**config.mk**
```make
export PLATFORM = sky130hd
export DESIGN_NAME = bcs_top
export DESIGN_NICKNAME = d
export VERILOG_FILES = /design/src/hdl/bcs_pkg.sv /design/src/hdl/bcs_clkmon_if.sv /design/src/hdl/bcs_clkmon.sv /design/src/hdl/bcs_top.sv
export VERILOG_INCLUDE_DIRS = /design/src /design/src/hdl
export SDC_FILE = /design/constraint.sdc
export NUM_CORES = 1
export LEC_CHECK = 0
export ABC_AREA = 1
export BUFFER_PORTS_ARGS = -buffer_cell sky130_fd_sc_hd__buf_2
export CORE_MARGIN = 1
export CORE_UTILIZATION = 30
export CTS_CLUSTER_DIAMETER = 40
export CTS_CLUSTER_SIZE = 12
export DETAILED_ROUTE_END_ITERATION = 8
export PLACE_DENSITY = 0.44
export SETUP_SLACK_MARGIN = 0.02
export SLEW_MARGIN = 0
export SYNTH_ARGS = -nofsm -noshare
export SYNTH_HDL_FRONTEND = slang
export SYNTH_SLANG_ARGS = --single-unit
```
**constraint.sdc**
```tcl
create_clock -name i_clk -period 14 [get_ports i_clk]
set_input_delay 0 -clock i_clk [delete_from_list [all_inputs] [get_ports i_clk]]
set_output_delay 0 -clock i_clk [all_outputs]
set_load 0.1 [all_outputs]
```
**src/hdl/bcs_consts.svh**
```systemverilog
// Constants for the buck clock sync and load monitor block
// Overview of operation
// - Selection write picks buck and starts measurement
// - Selected buck forced to PWM while measuring
// - Measurement finishes within 50 us
// - Finished measurement sets measure done flag
// - Measure done mask keeps flag off interrupt
// - Result bits 7:0 low, bit 8 high
// - One result count equals 20 mA
// - Auto mode: PWM at 600 mA and above, else PFM
// - Forced PWM keeps fixed frequency, never PFM
// - Dither only with PLL off, both bucks
// - Dither sweeps frequency around its center
// - Clock source and interrupt follow PLL, validity
// - Sync mask keeps sync flag off interrupt
// - Five-bit nominal external rate, 1 to 24 MHz
// - External clock valid only within -30%/+10%
// - PLL on, no clock at transitions: interrupt
// - Sync input pin reusable as second output
// - Each output open-drain or push-pull selectable
// - Buck parameter reset values come from OTP
// - PLL off: internal clock; on: auto switch, interrupt
`ifndef BCS_CONSTS_SVH
`define BCS_CONSTS_SVH
`define BCS_OFS_CTRL 8'h00
`define BCS_OFS_PLL 8'h01
`define BCS_OFS_SEL 8'h02
`define BCS_OFS_RES_LO 8'h03
`define BCS_OFS_RES_HI 8'h04
`define BCS_OFS_INT 8'h05
`define BCS_OFS_MASK 8'h06
`define BCS_OFS_STAT 8'h07
`define BCS_CTRL_DITHER 2
`define BCS_CTRL_SECOND_GENERAL_OUTPUT_MODE 3
`define BCS_CTRL_SECOND_GENERAL_OUTPUT_LVL 4
`define BCS_CTRL_SECOND_GENERAL_OUTPUT_OD 5
`define BCS_CTRL_GPO_LVL 6
`define BCS_CTRL_GPO_OD 7
`define BCS_PLL_EN 6
`define BCS_INT_MEAS 0
`define BCS_INT_SYNC 1
`define BCS_CTRL_RST 8'h00
`define BCS_PLL_RST 8'h00
`define BCS_MASK_RST 8'h00
`define BCS_CLK_PERIOD_NS 10
`define BCS_MEAS_TIME_NS 50000
`define BCS_MEAS_CYCLES (`BCS_MEAS_TIME_NS / `BCS_CLK_PERIOD_NS)
`define BCS_WIN_NS 10000
`define BCS_WIN_CYCLES (`BCS_WIN_NS / `BCS_CLK_PERIOD_NS)
`define BCS_TOL_LO_PCT 70
`define BCS_TOL_HI_PCT 110
`define BCS_RATE_MAX 24
`define BCS_LSB_MA 20
`define BCS_PWM_LOAD_MA 600
`define BCS_PWM_CODE (`BCS_PWM_LOAD_MA / `BCS_LSB_MA)
`define BCS_DITHER_STEP 64
`endif

```
**src/hdl/bcs_pkg.sv**
```systemverilog
// Types shared by the buck clock sync and load monitor block
package bcs_pkg;
    typedef enum logic {BCS_MEAS_IDLE, BCS_MEAS_RUN} bcs_meas_state_t;
    typedef logic [8:0] bcs_load_code_t;
endpackage

```
**src/hdl/bcs_clkmon_if.sv**
```systemverilog
// Link between the control core and the sync clock monitor
`timescale 1ns/1ps
interface bcs_clkmon_if;
    logic [4:0] nominal_rate;
    logic enable;
    logic valid;
    modport ctrl (output nominal_rate, output enable, input valid);
    modport mon (input nominal_rate, input enable, output valid);
endinterface

```
**src/hdl/bcs_clkmon.sv**
```systemverilog
// Sync clock frequency window monitor
`timescale 1ns/1ps
`include "bcs_consts.svh"
module bcs_clkmon (
    // Clock and reset
    input logic i_clk,
    input logic i_rst,
    // Sync pin and control link
    input logic i_pin,
    bcs_clkmon_if.mon mon
);
    logic s1_r, s2_r, s3_r, lvl_r, edge_w, win_end_w, in_range_w;
    logic [15:0] win_cnt_r;
    logic [8:0] edges_r, lo_w, hi_w;

    // Edge only once second and third stages agree
    assign edge_w = (s2_r == s3_r) && s3_r && !lvl_r;
    assign win_end_w = (win_cnt_r == 16'(`BCS_WIN_CYCLES - 1));
    // Edges per window scaled from the nominal MHz
    assign lo_w = 9'(32'(mon.nominal_rate) * `BCS_WIN_NS
                  * `BCS_TOL_LO_PCT / 100000);
    assign hi_w = 9'(32'(mon.nominal_rate) * `BCS_WIN_NS
                  * `BCS_TOL_HI_PCT / 100000);
    // Codes 0 and above 24 MHz never count as valid
    assign in_range_w = (mon.nominal_rate != 5'h00)
                     && (mon.nominal_rate <= 5'(`BCS_RATE_MAX))
                     && (edges_r >= lo_w) && (edges_r <= hi_w);

    always_ff @(posedge i_clk) begin
        s1_r <= i_pin;
        s2_r <= s1_r;
        s3_r <= s2_r;
    end

    always_ff @(posedge i_clk) begin
        if (i_rst || !mon.enable) begin
            lvl_r <= 1'b0;
            win_cnt_r <= 16'h0000;
            edges_r <= 9'h000;
            mon.valid <= 1'b0;
        end else begin
            if (s2_r == s3_r) begin
                lvl_r <= s3_r;
            end
            win_cnt_r <= win_end_w ? 16'h0000 : win_cnt_r + 16'h0001;
            if (win_end_w) begin
                mon.valid <= in_range_w;
                edges_r <= 9'h000;
            end else if (edge_w && edges_r != 9'h1FF) begin
                edges_r <= edges_r + 9'h001;
            end
        end
    end
endmodule // bcs_clkmon

```
**src/hdl/bcs_top.sv**
```systemverilog
// Clock selection, PWM/PFM mode and load measurement control
`timescale 1ns/1ps
`include "bcs_consts.svh"
module bcs_top #(
    parameter int MEAS_CYCLES = `BCS_MEAS_CYCLES
) (
    // Clock and reset
    input logic i_clk,
    input logic i_rst,
    // Register port
    input logic [7:0] i_reg_addr,
    input logic i_reg_wr,
    input logic [7:0] i_reg_wdata,
    output logic [7:0] o_reg_rdata,
    // OTP defaults and device state transitions
    input logic [1:0] i_otp_fpwm,
    input logic i_to_standby,
    input logic i_to_active,
    // Average load current codes per buck
    input logic [1:0][8:0] i_load_avg,
    // Buck and clock controls
    output logic [1:0] o_buck_pwm,
    output logic o_use_ext_clock,
    output logic o_dither_active,
    output logic [3:0] o_freq_trim,
    output logic o_irq,
    // Sync pin, doubles as second output
    input logic i_sync_pin,
    output logic o_sync_pin_out,
    output logic o_sync_pin_oe_n,
    // Dedicated general output
    output logic o_gpo_out,
    output logic o_gpo_oe_n
);
    bcs_clkmon_if mon_if ();

    logic [7:0] ctrl_r, pll_r, mask_r, rdata_nxt;
    logic [1:0] fpwm_r, int_r, int_set_w, int_clr_w;
    logic sel_r, valid_d_r, meas_end_w, sel_wr_w;
    logic pll_en_w, sync_evt_w, second_general_output_mode_w, dither_w;
    logic [15:0] meas_cnt_r;
    logic [5:0] dith_cnt_r;
    logic [3:0] trim_r;
    logic trim_up_r;
    bcs_pkg::bcs_meas_state_t meas_st_r;
    bcs_pkg::bcs_load_code_t res_r;
    logic [1:0] lvl_w, od_w, drv_en_w, pin_out_w, pin_oe_n_w;

    // Register decode
    assign sel_wr_w = i_reg_wr && (i_reg_addr == `BCS_OFS_SEL);
    assign int_clr_w = (i_reg_wr && i_reg_addr == `BCS_OFS_INT)
                     ? i_reg_wdata[1:0] : 2'h0;
    assign pll_en_w = pll_r[`BCS_PLL_EN];
    assign second_general_output_mode_w = ctrl_r[`BCS_CTRL_SECOND_GENERAL_OUTPUT_MODE];

    always_ff @(posedge i_clk) begin
        if (i_rst) begin
            ctrl_r <= `BCS_CTRL_RST;
            pll_r <= `BCS_PLL_RST;
            mask_r <= `BCS_MASK_RST;
            fpwm_r <= i_otp_fpwm;
        end else if (i_reg_wr) begin
            case (i_reg_addr)
                `BCS_OFS_CTRL: begin
                    ctrl_r <= i_reg_wdata;
                    fpwm_r <= i_reg_wdata[1:0];
                end
                `BCS_OFS_PLL: pll_r <= i_reg_wdata & 8'h5F;
                `BCS_OFS_MASK: mask_r <= i_reg_wdata & 8'h03;
                default: ;
            endcase
        end
    end

    // Read data comes out registered, unmapped reads give zero
    always_comb begin
        case (i_reg_addr)
            `BCS_OFS_CTRL: rdata_nxt = {ctrl_r[7:2], fpwm_r};
            `BCS_OFS_PLL: rdata_nxt = pll_r;
            `BCS_OFS_SEL: rdata_nxt = {7'h00, sel_r};
            `BCS_OFS_RES_LO: rdata_nxt = res_r[7:0];
            `BCS_OFS_RES_HI: rdata_nxt = {7'h00, res_r[8]};
            `BCS_OFS_INT: rdata_nxt = {6'h00, int_r};
            `BCS_OFS_MASK: rdata_nxt = mask_r;
            `BCS_OFS_STAT: rdata_nxt = {5'h00, o_use_ext_clock,
                                        meas_st_r == bcs_pkg::BCS_MEAS_RUN,
                                        mon_if.valid};
            default: rdata_nxt = 8'h00;
        endcase
    end

    always_ff @(posedge i_clk) begin
        if (i_rst) begin
            o_reg_rdata <= 8'h00;
        end else begin
            o_reg_rdata <= rdata_nxt;
        end
    end

    // Load measurement sequencer
    assign meas_end_w = (meas_st_r == bcs_pkg::BCS_MEAS_RUN)
                     && (meas_cnt_r == 16'(MEAS_CYCLES - 1));

    always_ff @(posedge i_clk) begin
        if (i_rst) begin
            meas_st_r <= bcs_pkg::BCS_MEAS_IDLE;
            meas_cnt_r <= 16'h0000;
            sel_r <= 1'b0;
            res_r <= 9'h000;
        end else if (sel_wr_w) begin
            // A new write restarts even a running sequence
            sel_r <= i_reg_wdata[0];
            meas_st_r <= bcs_pkg::BCS_MEAS_RUN;
            meas_cnt_r <= 16'h0000;
        end else begin
            case (meas_st_r)
                bcs_pkg::BCS_MEAS_IDLE: meas_cnt_r <= 16'h0000;
                bcs_pkg::BCS_MEAS_RUN: begin
                    meas_cnt_r <= meas_cnt_r + 16'h0001;
                    if (meas_end_w) begin
                        res_r <= i_load_avg[sel_r];
                        meas_st_r <= bcs_pkg::BCS_MEAS_IDLE;
                    end
                end
                default: meas_st_r <= bcs_pkg::BCS_MEAS_IDLE;
            endcase
        end
    end

    // PWM/PFM mode per buck
    genvar b;
    generate
        for (b = 0; b < 2; b++) begin : g_buck
            assign o_buck_pwm[b] = fpwm_r[b]
                || (i_load_avg[b] >= 9'(`BCS_PWM_CODE))
                || (meas_st_r == bcs_pkg::BCS_MEAS_RUN
                    && sel_r == 1'(b));
        end
    endgenerate

    // Clock source selection and monitor link
    assign mon_if.nominal_rate = pll_r[4:0];
    assign mon_if.enable = pll_en_w && !second_general_output_mode_w;
    assign o_use_ext_clock = pll_en_w && mon_if.valid;

    bcs_clkmon u_clkmon (
        .i_clk(i_clk),
        .i_rst(i_rst),
        .i_pin(i_sync_pin),
        .mon(mon_if.mon)
    );

    // Sync interrupt: clock appears or vanishes, or missing on entry
    assign sync_evt_w = pll_en_w && ((mon_if.valid != valid_d_r)
        || ((i_to_standby || i_to_active) && !mon_if.valid));
    assign int_set_w = {sync_evt_w, meas_end_w};

    always_ff @(posedge i_clk) begin
        if (i_rst) begin
            valid_d_r <= 1'b0;
            int_r <= 2'h0;
        end else begin
            valid_d_r <= mon_if.valid;
            // Set wins over a clear in the same cycle
            int_r <= int_set_w | (int_r & ~int_clr_w);
        end
    end

    assign o_irq = |(int_r & ~mask_r[1:0]);

    // Spread spectrum triangle sweep, internal oscillator only
    assign dither_w = ctrl_r[`BCS_CTRL_DITHER] && !pll_en_w;
    assign o_dither_active = dither_w;
    assign o_freq_trim = trim_r;

    always_ff @(posedge i_clk) begin
        if (i_rst || !dither_w) begin
            dith_cnt_r <= 6'h00;
            trim_r <= 4'h8;
            trim_up_r <= 1'b1;
        end else begin
            dith_cnt_r <= dith_cnt_r + 6'h01;
            if (dith_cnt_r == 6'(`BCS_DITHER_STEP - 1)) begin
                // Sweep stays in 1..F around the 8 center
                trim_r <= trim_up_r ? trim_r + 4'h1 : trim_r - 4'h1;
                if (trim_up_r && trim_r == 4'hE) begin
                    trim_up_r <= 1'b0;
                end else if (!trim_up_r && trim_r == 4'h2) begin
                    trim_up_r <= 1'b1;
                end
            end
        end
    end

    // Output drivers: index 0 dedicated output, 1 the sync pin
    assign lvl_w = {ctrl_r[`BCS_CTRL_SECOND_GENERAL_OUTPUT_LVL], ctrl_r[`BCS_CTRL_GPO_LVL]};
    assign od_w = {ctrl_r[`BCS_CTRL_SECOND_GENERAL_OUTPUT_OD], ctrl_r[`BCS_CTRL_GPO_OD]};
    assign drv_en_w = {second_general_output_mode_w, 1'b1};

    genvar g;
    generate
        for (g = 0; g < 2; g++) begin : g_gpo
            // Open drain only pulls low, high is released
            assign pin_out_w[g] = od_w[g] ? 1'b0 : lvl_w[g];
            assign pin_oe_n_w[g] = !drv_en_w[g]
                || (od_w[g] && lvl_w[g]);
        end
    endgenerate

    assign o_gpo_out = pin_out_w[0];
    assign o_gpo_oe_n = pin_oe_n_w[0];
    assign o_sync_pin_out = pin_out_w[1];
    assign o_sync_pin_oe_n = pin_oe_n_w[1];
endmodule // bcs_top

```
Word level (Yosys, flattened, before mapping)
Index checks and enable logic that the tools add are counted.
{"block": "word_totals", "regBits": 97, "inputBits": 42}
{"block": "op_classes", "eq_ne": 15, "n_addsub": 6, "bitwise_logic": 8, "n_mux": 16, "reduce_logical": 50, "magnitude_cmp": 6, "div": 2, "multipliers": 3}
{"operator": "divider 26 x 17 -> 32 bit, second input constant", "n": 2}
{"operator": "one-hot mux 8 bit (8 select lines)", "n": 1}
{"operator": "multiplier 15 x 6 -> 21 bit, second input constant", "n": 2}
{"operator": "adder 16 x 1 -> 16 bit, second input constant", "n": 2}
{"operator": "== test 8 x 3 -> 1 bit, second input constant", "n": 4}
{"operator": "one-hot mux 16 bit (2 select lines)", "n": 1}
{"operator": "logical AND 1 bit", "n": 20}
{"operator": "greater-or-equal comparator 9 x 5 -> 1 bit, second input constant", "n": 2}
{"operator": "two-way mux 9 bit", "n": 2}
{"operator": "== test 16 x 10 -> 1 bit, second input constant", "n": 1}
{"operator": "== test 16 x 13 -> 1 bit, second input constant", "n": 1}
{"operator": "== test 8 x 2 -> 1 bit, second input constant", "n": 2}
{"operator": "multiplier 5 x 10 -> 15 bit, second input constant", "n": 1}
{"operator": "AND reduction 2 bit", "n": 5}
{"operator": "adder 9 x 1 -> 9 bit, second input constant", "n": 1}
{"operator": "greater-or-equal comparator 9 bit", "n": 1}
{"operator": "less-or-equal comparator 9 bit", "n": 1}
{"operator": "logical OR 1 bit", "n": 9}
{"operator": "!= test 9 bit, second input constant", "n": 1}
{"operator": "== test 8 x 1 -> 1 bit, second input constant", "n": 1}
{"operator": "zero test 8 bit", "n": 1}
{"operator": "two-way mux 2 bit", "n": 4}
{"operator": "zero test 1 bit", "n": 7}
{"operator": "two-way mux 1 bit", "n": 7}
{"operator": "19 further kinds", "n": 27}

Depth between registers and ports, before layout
{"block": "depth", "depth_word": 6, "ltp_mapped": 121, "ltp_nobuf": 119}

By module
Synthesis repeated with hierarchy kept, for this count alone.
{"block": "hier_totals", "cells_unflattened": 2935, "area_unflattened_um2": 17795.8}
{"mod": "bcs_clkmon", "cells_each": 2486, "area_per_inst_um2": 14521.4, "seq_area_each_um2": 600.6, "instances": 1}
{"mod": "bcs_top", "cells_each": 449, "area_per_inst_um2": 3274.4, "seq_area_each_um2": 1321.3, "instances": 1}

Worst setup path before layout
OpenSTA, ideal clock, no wires.
{"block": "synth_path", "kind": "reg-to-reg", "start": "register pll_r[3]", "end": "register u_clkmon.mon.valid", "synth_period_minus_slack_ns": 13.146, "path_stages_with_launch": 102, "t_arrival_ns": 13.021, "n_path_buf": 5, "required_time_ns": 13.874, "setup_time_ns": 0.126, "setup_slack_ns": 0.854, "cell_sequence": "dfxtp_1 -> fa_1 -> ha_1 -> ha_1 -> ha_1 -> a21oi_1 -> nand2_1 -> xor2_1 -> inv_1 -> fa_1 -> inv_1 -> fa_1 -> fa_1 -> ha_1 -> a21oi_1 -> o21ai_1 -> inv_2 -> nand2_1 -> [66 not listed] -> nand2_1 -> nand2_1 -> nand3_1 -> nor2_1 -> nand3_1 -> nand2_1 -> nand2_1 -> ha_1 -> nor2_1 -> a211oi_1 -> o21ai_0 -> nand3_1 -> nand2_1 -> a21oi_1 -> nor2_1 -> o21ai_0 -> o211ai_1 -> o21ai_0"}
{"block": "synth_via", "elab_chain_cells": 6, "elab_cells_between_ends": 12}
{"item": "from (decl)", "line": "bcs_top.sv:37", "text": "logic [7:0] ctrl_r, pll_r, mask_r, rdata_nxt;"}
{"item": "from (signal assigned)", "line": "bcs_top.sv:59", "text": "pll_r <= `BCS_PLL_RST;"}
{"item": "from (signal assigned)", "line": "bcs_top.sv:68", "text": "`BCS_OFS_PLL: pll_r <= i_reg_wdata & 8'h5F;"}
{"item": "multiplier 5 x 10 -> 15 bit (no line)"}
{"item": "multiplier 15 x 6 -> 21 bit (no line)"}
{"item": "divider 26 x 17 -> 32 bit", "line": "bcs_clkmon.sv:20", "text": "assign lo_w = 9'(32'(mon.nominal_rate) * `BCS_WIN_NS"}
{"item": "greater-or-equal comparator 9 bit", "line": "bcs_clkmon.sv:27", "text": "&& (edges_r >= lo_w) && (edges_r <= hi_w);"}
{"item": "logical AND 1 bit", "line": "bcs_clkmon.sv:25", "text": "assign in_range_w = (mon.nominal_rate != 5'h00)"}
{"item": "logical AND 1 bit *", "line": "bcs_clkmon.sv:25"}
{"item": "to (signal assigned)", "line": "bcs_clkmon.sv:47", "text": "mon.valid <= in_range_w;"}
{"item": "to (decl)", "line": "bcs_clkmon_if.sv:8", "text": "modport mon (input nominal_rate, input enable, output valid);"}
Mark *: on every way between the ends. The rest lies on a longest branch, timed or not.
A chain may end at the register's enable or synchronous reset.

Worst setup path after layout
Same ends and word-level chain as after synthesis.

==> results.py <==
metrics = {
    "status": {
        "outcome": "finished clean",
    },
    "drt": {
        "m1WireLength_um": 25700,
        "drt-initial-drc-count": 870,
        "avgRoutedWirePerCell_um": 13.1,
        "vias": 18900,
        "wirelength_um": 52600,
        "wl_met3_um": 1270,
        "drtPass1Iterations": 5,
        "wl_met2_um": 24800,
        "top_layer": "met4",
        "drc": 0,
        "routed_via_density": 4.71,
        "drtAntennaViolNets": 0,
    },
    "worst_setup_path": {
        "r2r_cells": 98,
        "setup.worst_path.end_class": "register",
        "required_ns": 14.22,
        "critical_path.n_buffers_inverters": 12,
        "r2r_start": "pll_r[3]$_SDFFE_PP0P_",
        "cp.arrival_ns": 13.89,
        "crit_family": "simple AND/OR/NAND/NOR gates",
        "critPathLaunchType": "register",
        "crit_end": "u_clkmon.mon.valid$_SDFFE_PP0P_",
        "slowest_stage": "fa_1",
        "crit_fanout": 9,
        "rrSetupSlack_ns": 0.33,
        "worstSetupPathType": "reg -> reg",
        "startpoint": "pll_r[3]$_SDFFE_PP0P_",
        "critPathMostFrequentCell": "nand2_1",
        "crit_path_max_incr_delay_ns": 0.52,
        "critical_path_depth": 98,
        "r2r-end": "u_clkmon.mon.valid$_SDFFE_PP0P_",
    },
    "final_layout": {
        "area_growth_pct": 27.5,
        "drive_gt1_frac": 0.285,
        "antenna_cells": 0,
        "stdcell_count": 4014,
        "final_nets": 3451,
    },
    "synth": {
        "synthFlopType": "dfxtp_1",
        "postSynthCellCount": 2905,
        "syn_avg_cell_area_um2": 6.15,
        "synthMuxAreaShare": 0.000561,
        "synthSimpleGateAreaFrac": 0.476,
        "synth_top_family_by_area": "simple AND/OR/NAND/NOR gates",
        "synthArstFlopShare": 0,
        "ys_types": 73,
        "synthAdderAreaFrac": 0.143,
        "yosysTopAreaCell": "nand2_1",
        "synth-edff-count": 2,
        "syn-cell-area_um2": 17900,
        "ys_seq_area_frac": 0.108,
        "ys_ff_latch": 95,
        "synth.top_cell.area_share": 0.172,
        "synth_most_common_cell": "nand2_1",
        "yosys-top-cells-area": "nand2_1 17%, dfxtp_1 10%, inv_1 9.6%",
        "synth_compound_area_frac": 0.105,
        "synth_warnings": 0,
        "synthXorXnorAreaFrac": 0.0428,
        "synth_commonest_cells": "816 x nand2_1, 458 x inv_1, 264 x nand3_1, 209 x nor2_1, 142 x nand2_2",
        "syn-num-nets": 3120,
    },
    "timing": {
        "slew_violations": 0,
        "timing.final.crit_period_ns": 13.67,
        "rsz0062_at_grt": "yes",
        "slew_headroom": 0.293,
        "finalSetupViolCount": 0,
        "worst_pin_slew_ns": 1.06,
        "skew_ns": 0.0149,
        "timing.hold.ws_ns": 0.0416,
        "fin_crit_sh": 0.976,
        "fin_ws_ns": 0.335,
        "tns_ns": 0,
        "clock.fmax_ghz": 0.0732,
        "finalHoldViolations": 0,
    },
    "clock_tree": {
        "cts-buffers-inserted": 9,
        "cts_buffer_depth": 2,
        "root_buffer": "clkbuf_16",
        "cts_tree": "built",
        "htree_levels": 3,
        "worstSkewPairLatency_ns": 0.37,
        "path_clk_slew_ns": 0.08,
        "cts.sinks": 95,
    },
    "power_and_ir_drop": {
        "p_leak_nw": 12.5,
        "peakVddDrop_uv": 45.8,
        "p_switching_w": 0.000225,
        "total_power_w": 0.000685,
        "pwr_density_cell_nw_per_um2": 30.1,
        "power_frac_seq": 0.398,
        "power.share.clock": 0.370,
        "p_comb_frac": 0.232,
        "p_int_w": 0.000460,
        "swShare": 0.329,
    },
    "global_routing": {
        "grt_use_total": 0.170,
        "grt_max_degree": 25,
        "grt_overflow": 0,
        "grt_pass1_wl_um": 85800,
        "grt_pass1_vias": 17900,
        "antenna_found_initial": 0,
    },
    "placed_design": {
        "post-place-ws_ns": -0.500,
        "dp.cells": 3876,
        "hpwl_um": 42900,
        "io_buffer_count": 62,
        "gp_congestion": 0.902,
    },
    "die": {
        "die-area_um2": 60500,
        "die_w_um": 246,
        "die_h_um": 246,
        "design.core.area_um2": 58900,
        "design.portCount": 63,
        "row_count": 89,
        "start_util": 0.303,
    },
    "min_path": {
        "hold_path_class": "in -> reg",
    },
    "job": {
        "maxCapViolCount": 0,
    },
}
-- cells by family after synthesis --
kind of cell / count (synthesis)
AO/OA/AOI/OAI: 292
flip-flops: 95
multiplexers: 1
XOR/XNOR: 83
buffers and inverters: 548
AND/OR/NAND/NOR: 1713
adder cells (fa/ha/maj): 173
-- flip-flops by register name, summed over array words and instances (netlist names), 2 cells and up --
name,cells
dith_cnt_r,6
o_freq_trim,4
fpwm_r,2
mask_r,2
int_r,2
pll_r,6
ctrl_r,6
meas_cnt_r,16
u_clkmon.win_cnt_r,16
o_reg_rdata,8
u_clkmon.edges_r,9
res_r,9
-- metrics by stage --
stage / cell area [µm²] / utilization
2_1_floorplan: 17900 / -
3_3_place_gp: 20100 / 0.341
3_5_place_dp: 20100 / 0.341
4_1_cts: 21000 / 0.356
5_1_grt: 22800 / 0.386
6_report: 22800 / 0.386
-- cell usage in the layout (no fill, tap or decap), types with 19 or more instances in the layout --
master	Yosys	final
nand4_1	58	58
nor2_1	209	174
o21ai_2	23	25
nand3_1	264	239
buf_2	0	62
nor3_1	26	25
o21ai_0	68	62
nor2_4	21	42
xor2_1	69	67
ha_1	122	102
nand3_2	27	44
buf_4	0	217
inv_2	52	63
nand3_4	7	19
inv_1	458	444
nand2_4	65	81
nor2_2	31	45
dfxtp_1	93	91
a21oi_1	103	90
nand2_1	816	755
dlygate4sd3_1	0	33
nand2_2	142	183
fa_1	51	51
-- worst register-to-register path, delay by kind of cell, from the launching register on --
family / cells / cell delay (ns)
AOI/OAI and AO/OA: 15 / 2.10
xor gates and xnor gates: 1 / 0.09
adders and majority gates: 9 / 3.37
buffers and inverters: 12 / 1.44
DFF: 1 / 0.35
and+or+nand+nor: 61 / 6.21
-- power groups by stage --
stage / combinational [W] / sequential (W) / clock (W)
finish: 0.000159 / 0.000273 / 0.000253
global route: 0.000178 / 0.000273 / 0.000279
CTS: 0.000144 / 0.000273 / 0.000266
detailed placement: 0.000137 / 0.000279 / 0
global placement: 0.000137 / 0.000279 / 0
floorplan: 0.000101 / 0.000279 / 0
-- worst min path at each step --
stage	from	cells after the start	endpoint	slack, ns
floorplan	i_sync_pin	0	u_clkmon.s1_r$_DFF_P_	0.03
finish	i_reg_addr[3]	4	o_reg_rdata[0]$_SDFF_PP0_	0.04
global placement	i_sync_pin	1	u_clkmon.s1_r$_DFF_P_	0.12
CTS	i_reg_addr[3]	4	o_reg_rdata[0]$_SDFF_PP0_	0.02
detailed placement	i_sync_pin	1	u_clkmon.s1_r$_DFF_P_	0.12
global route	i_reg_addr[3]	4	o_reg_rdata[0]$_SDFF_PP0_	0.07
-- area by class of cell --
| cell class | count | area [µm²] |
|---|---|---|
| fillers | 6320 | 36200 |
| repair inverters | 1 | 6.26 |
| inverters | 525 | 2020 |
| clock inverters | 7 | 75.1 |
| flip-flops and latches | 95 | 1930 |
| repair buffers | 326 | 2460 |
| clock buffers | 9 | 225 |
| multi-input cells | 2278 | 15100 |
| well taps | 773 | 967 |
-- what timing repair did --
item                       CTS  global route
cloned                       4            13
pin swaps                   14           101
setup endpoints to repair    1             1
hold endpoints to repair    23             0
setup buffers                4            68
hold buffers                33             0
gates resized for setup     39           253
-- per-layer routing --
metal / global-route usage / vias to the layer above
met2: 0.296 / 273
met4: 0.0360 / 0
met3: 0.0126 / 41
li1: - / 9924
met1: 0.226 / 8669
met5: 0 / -
Power figures use the tool's default switching activity.
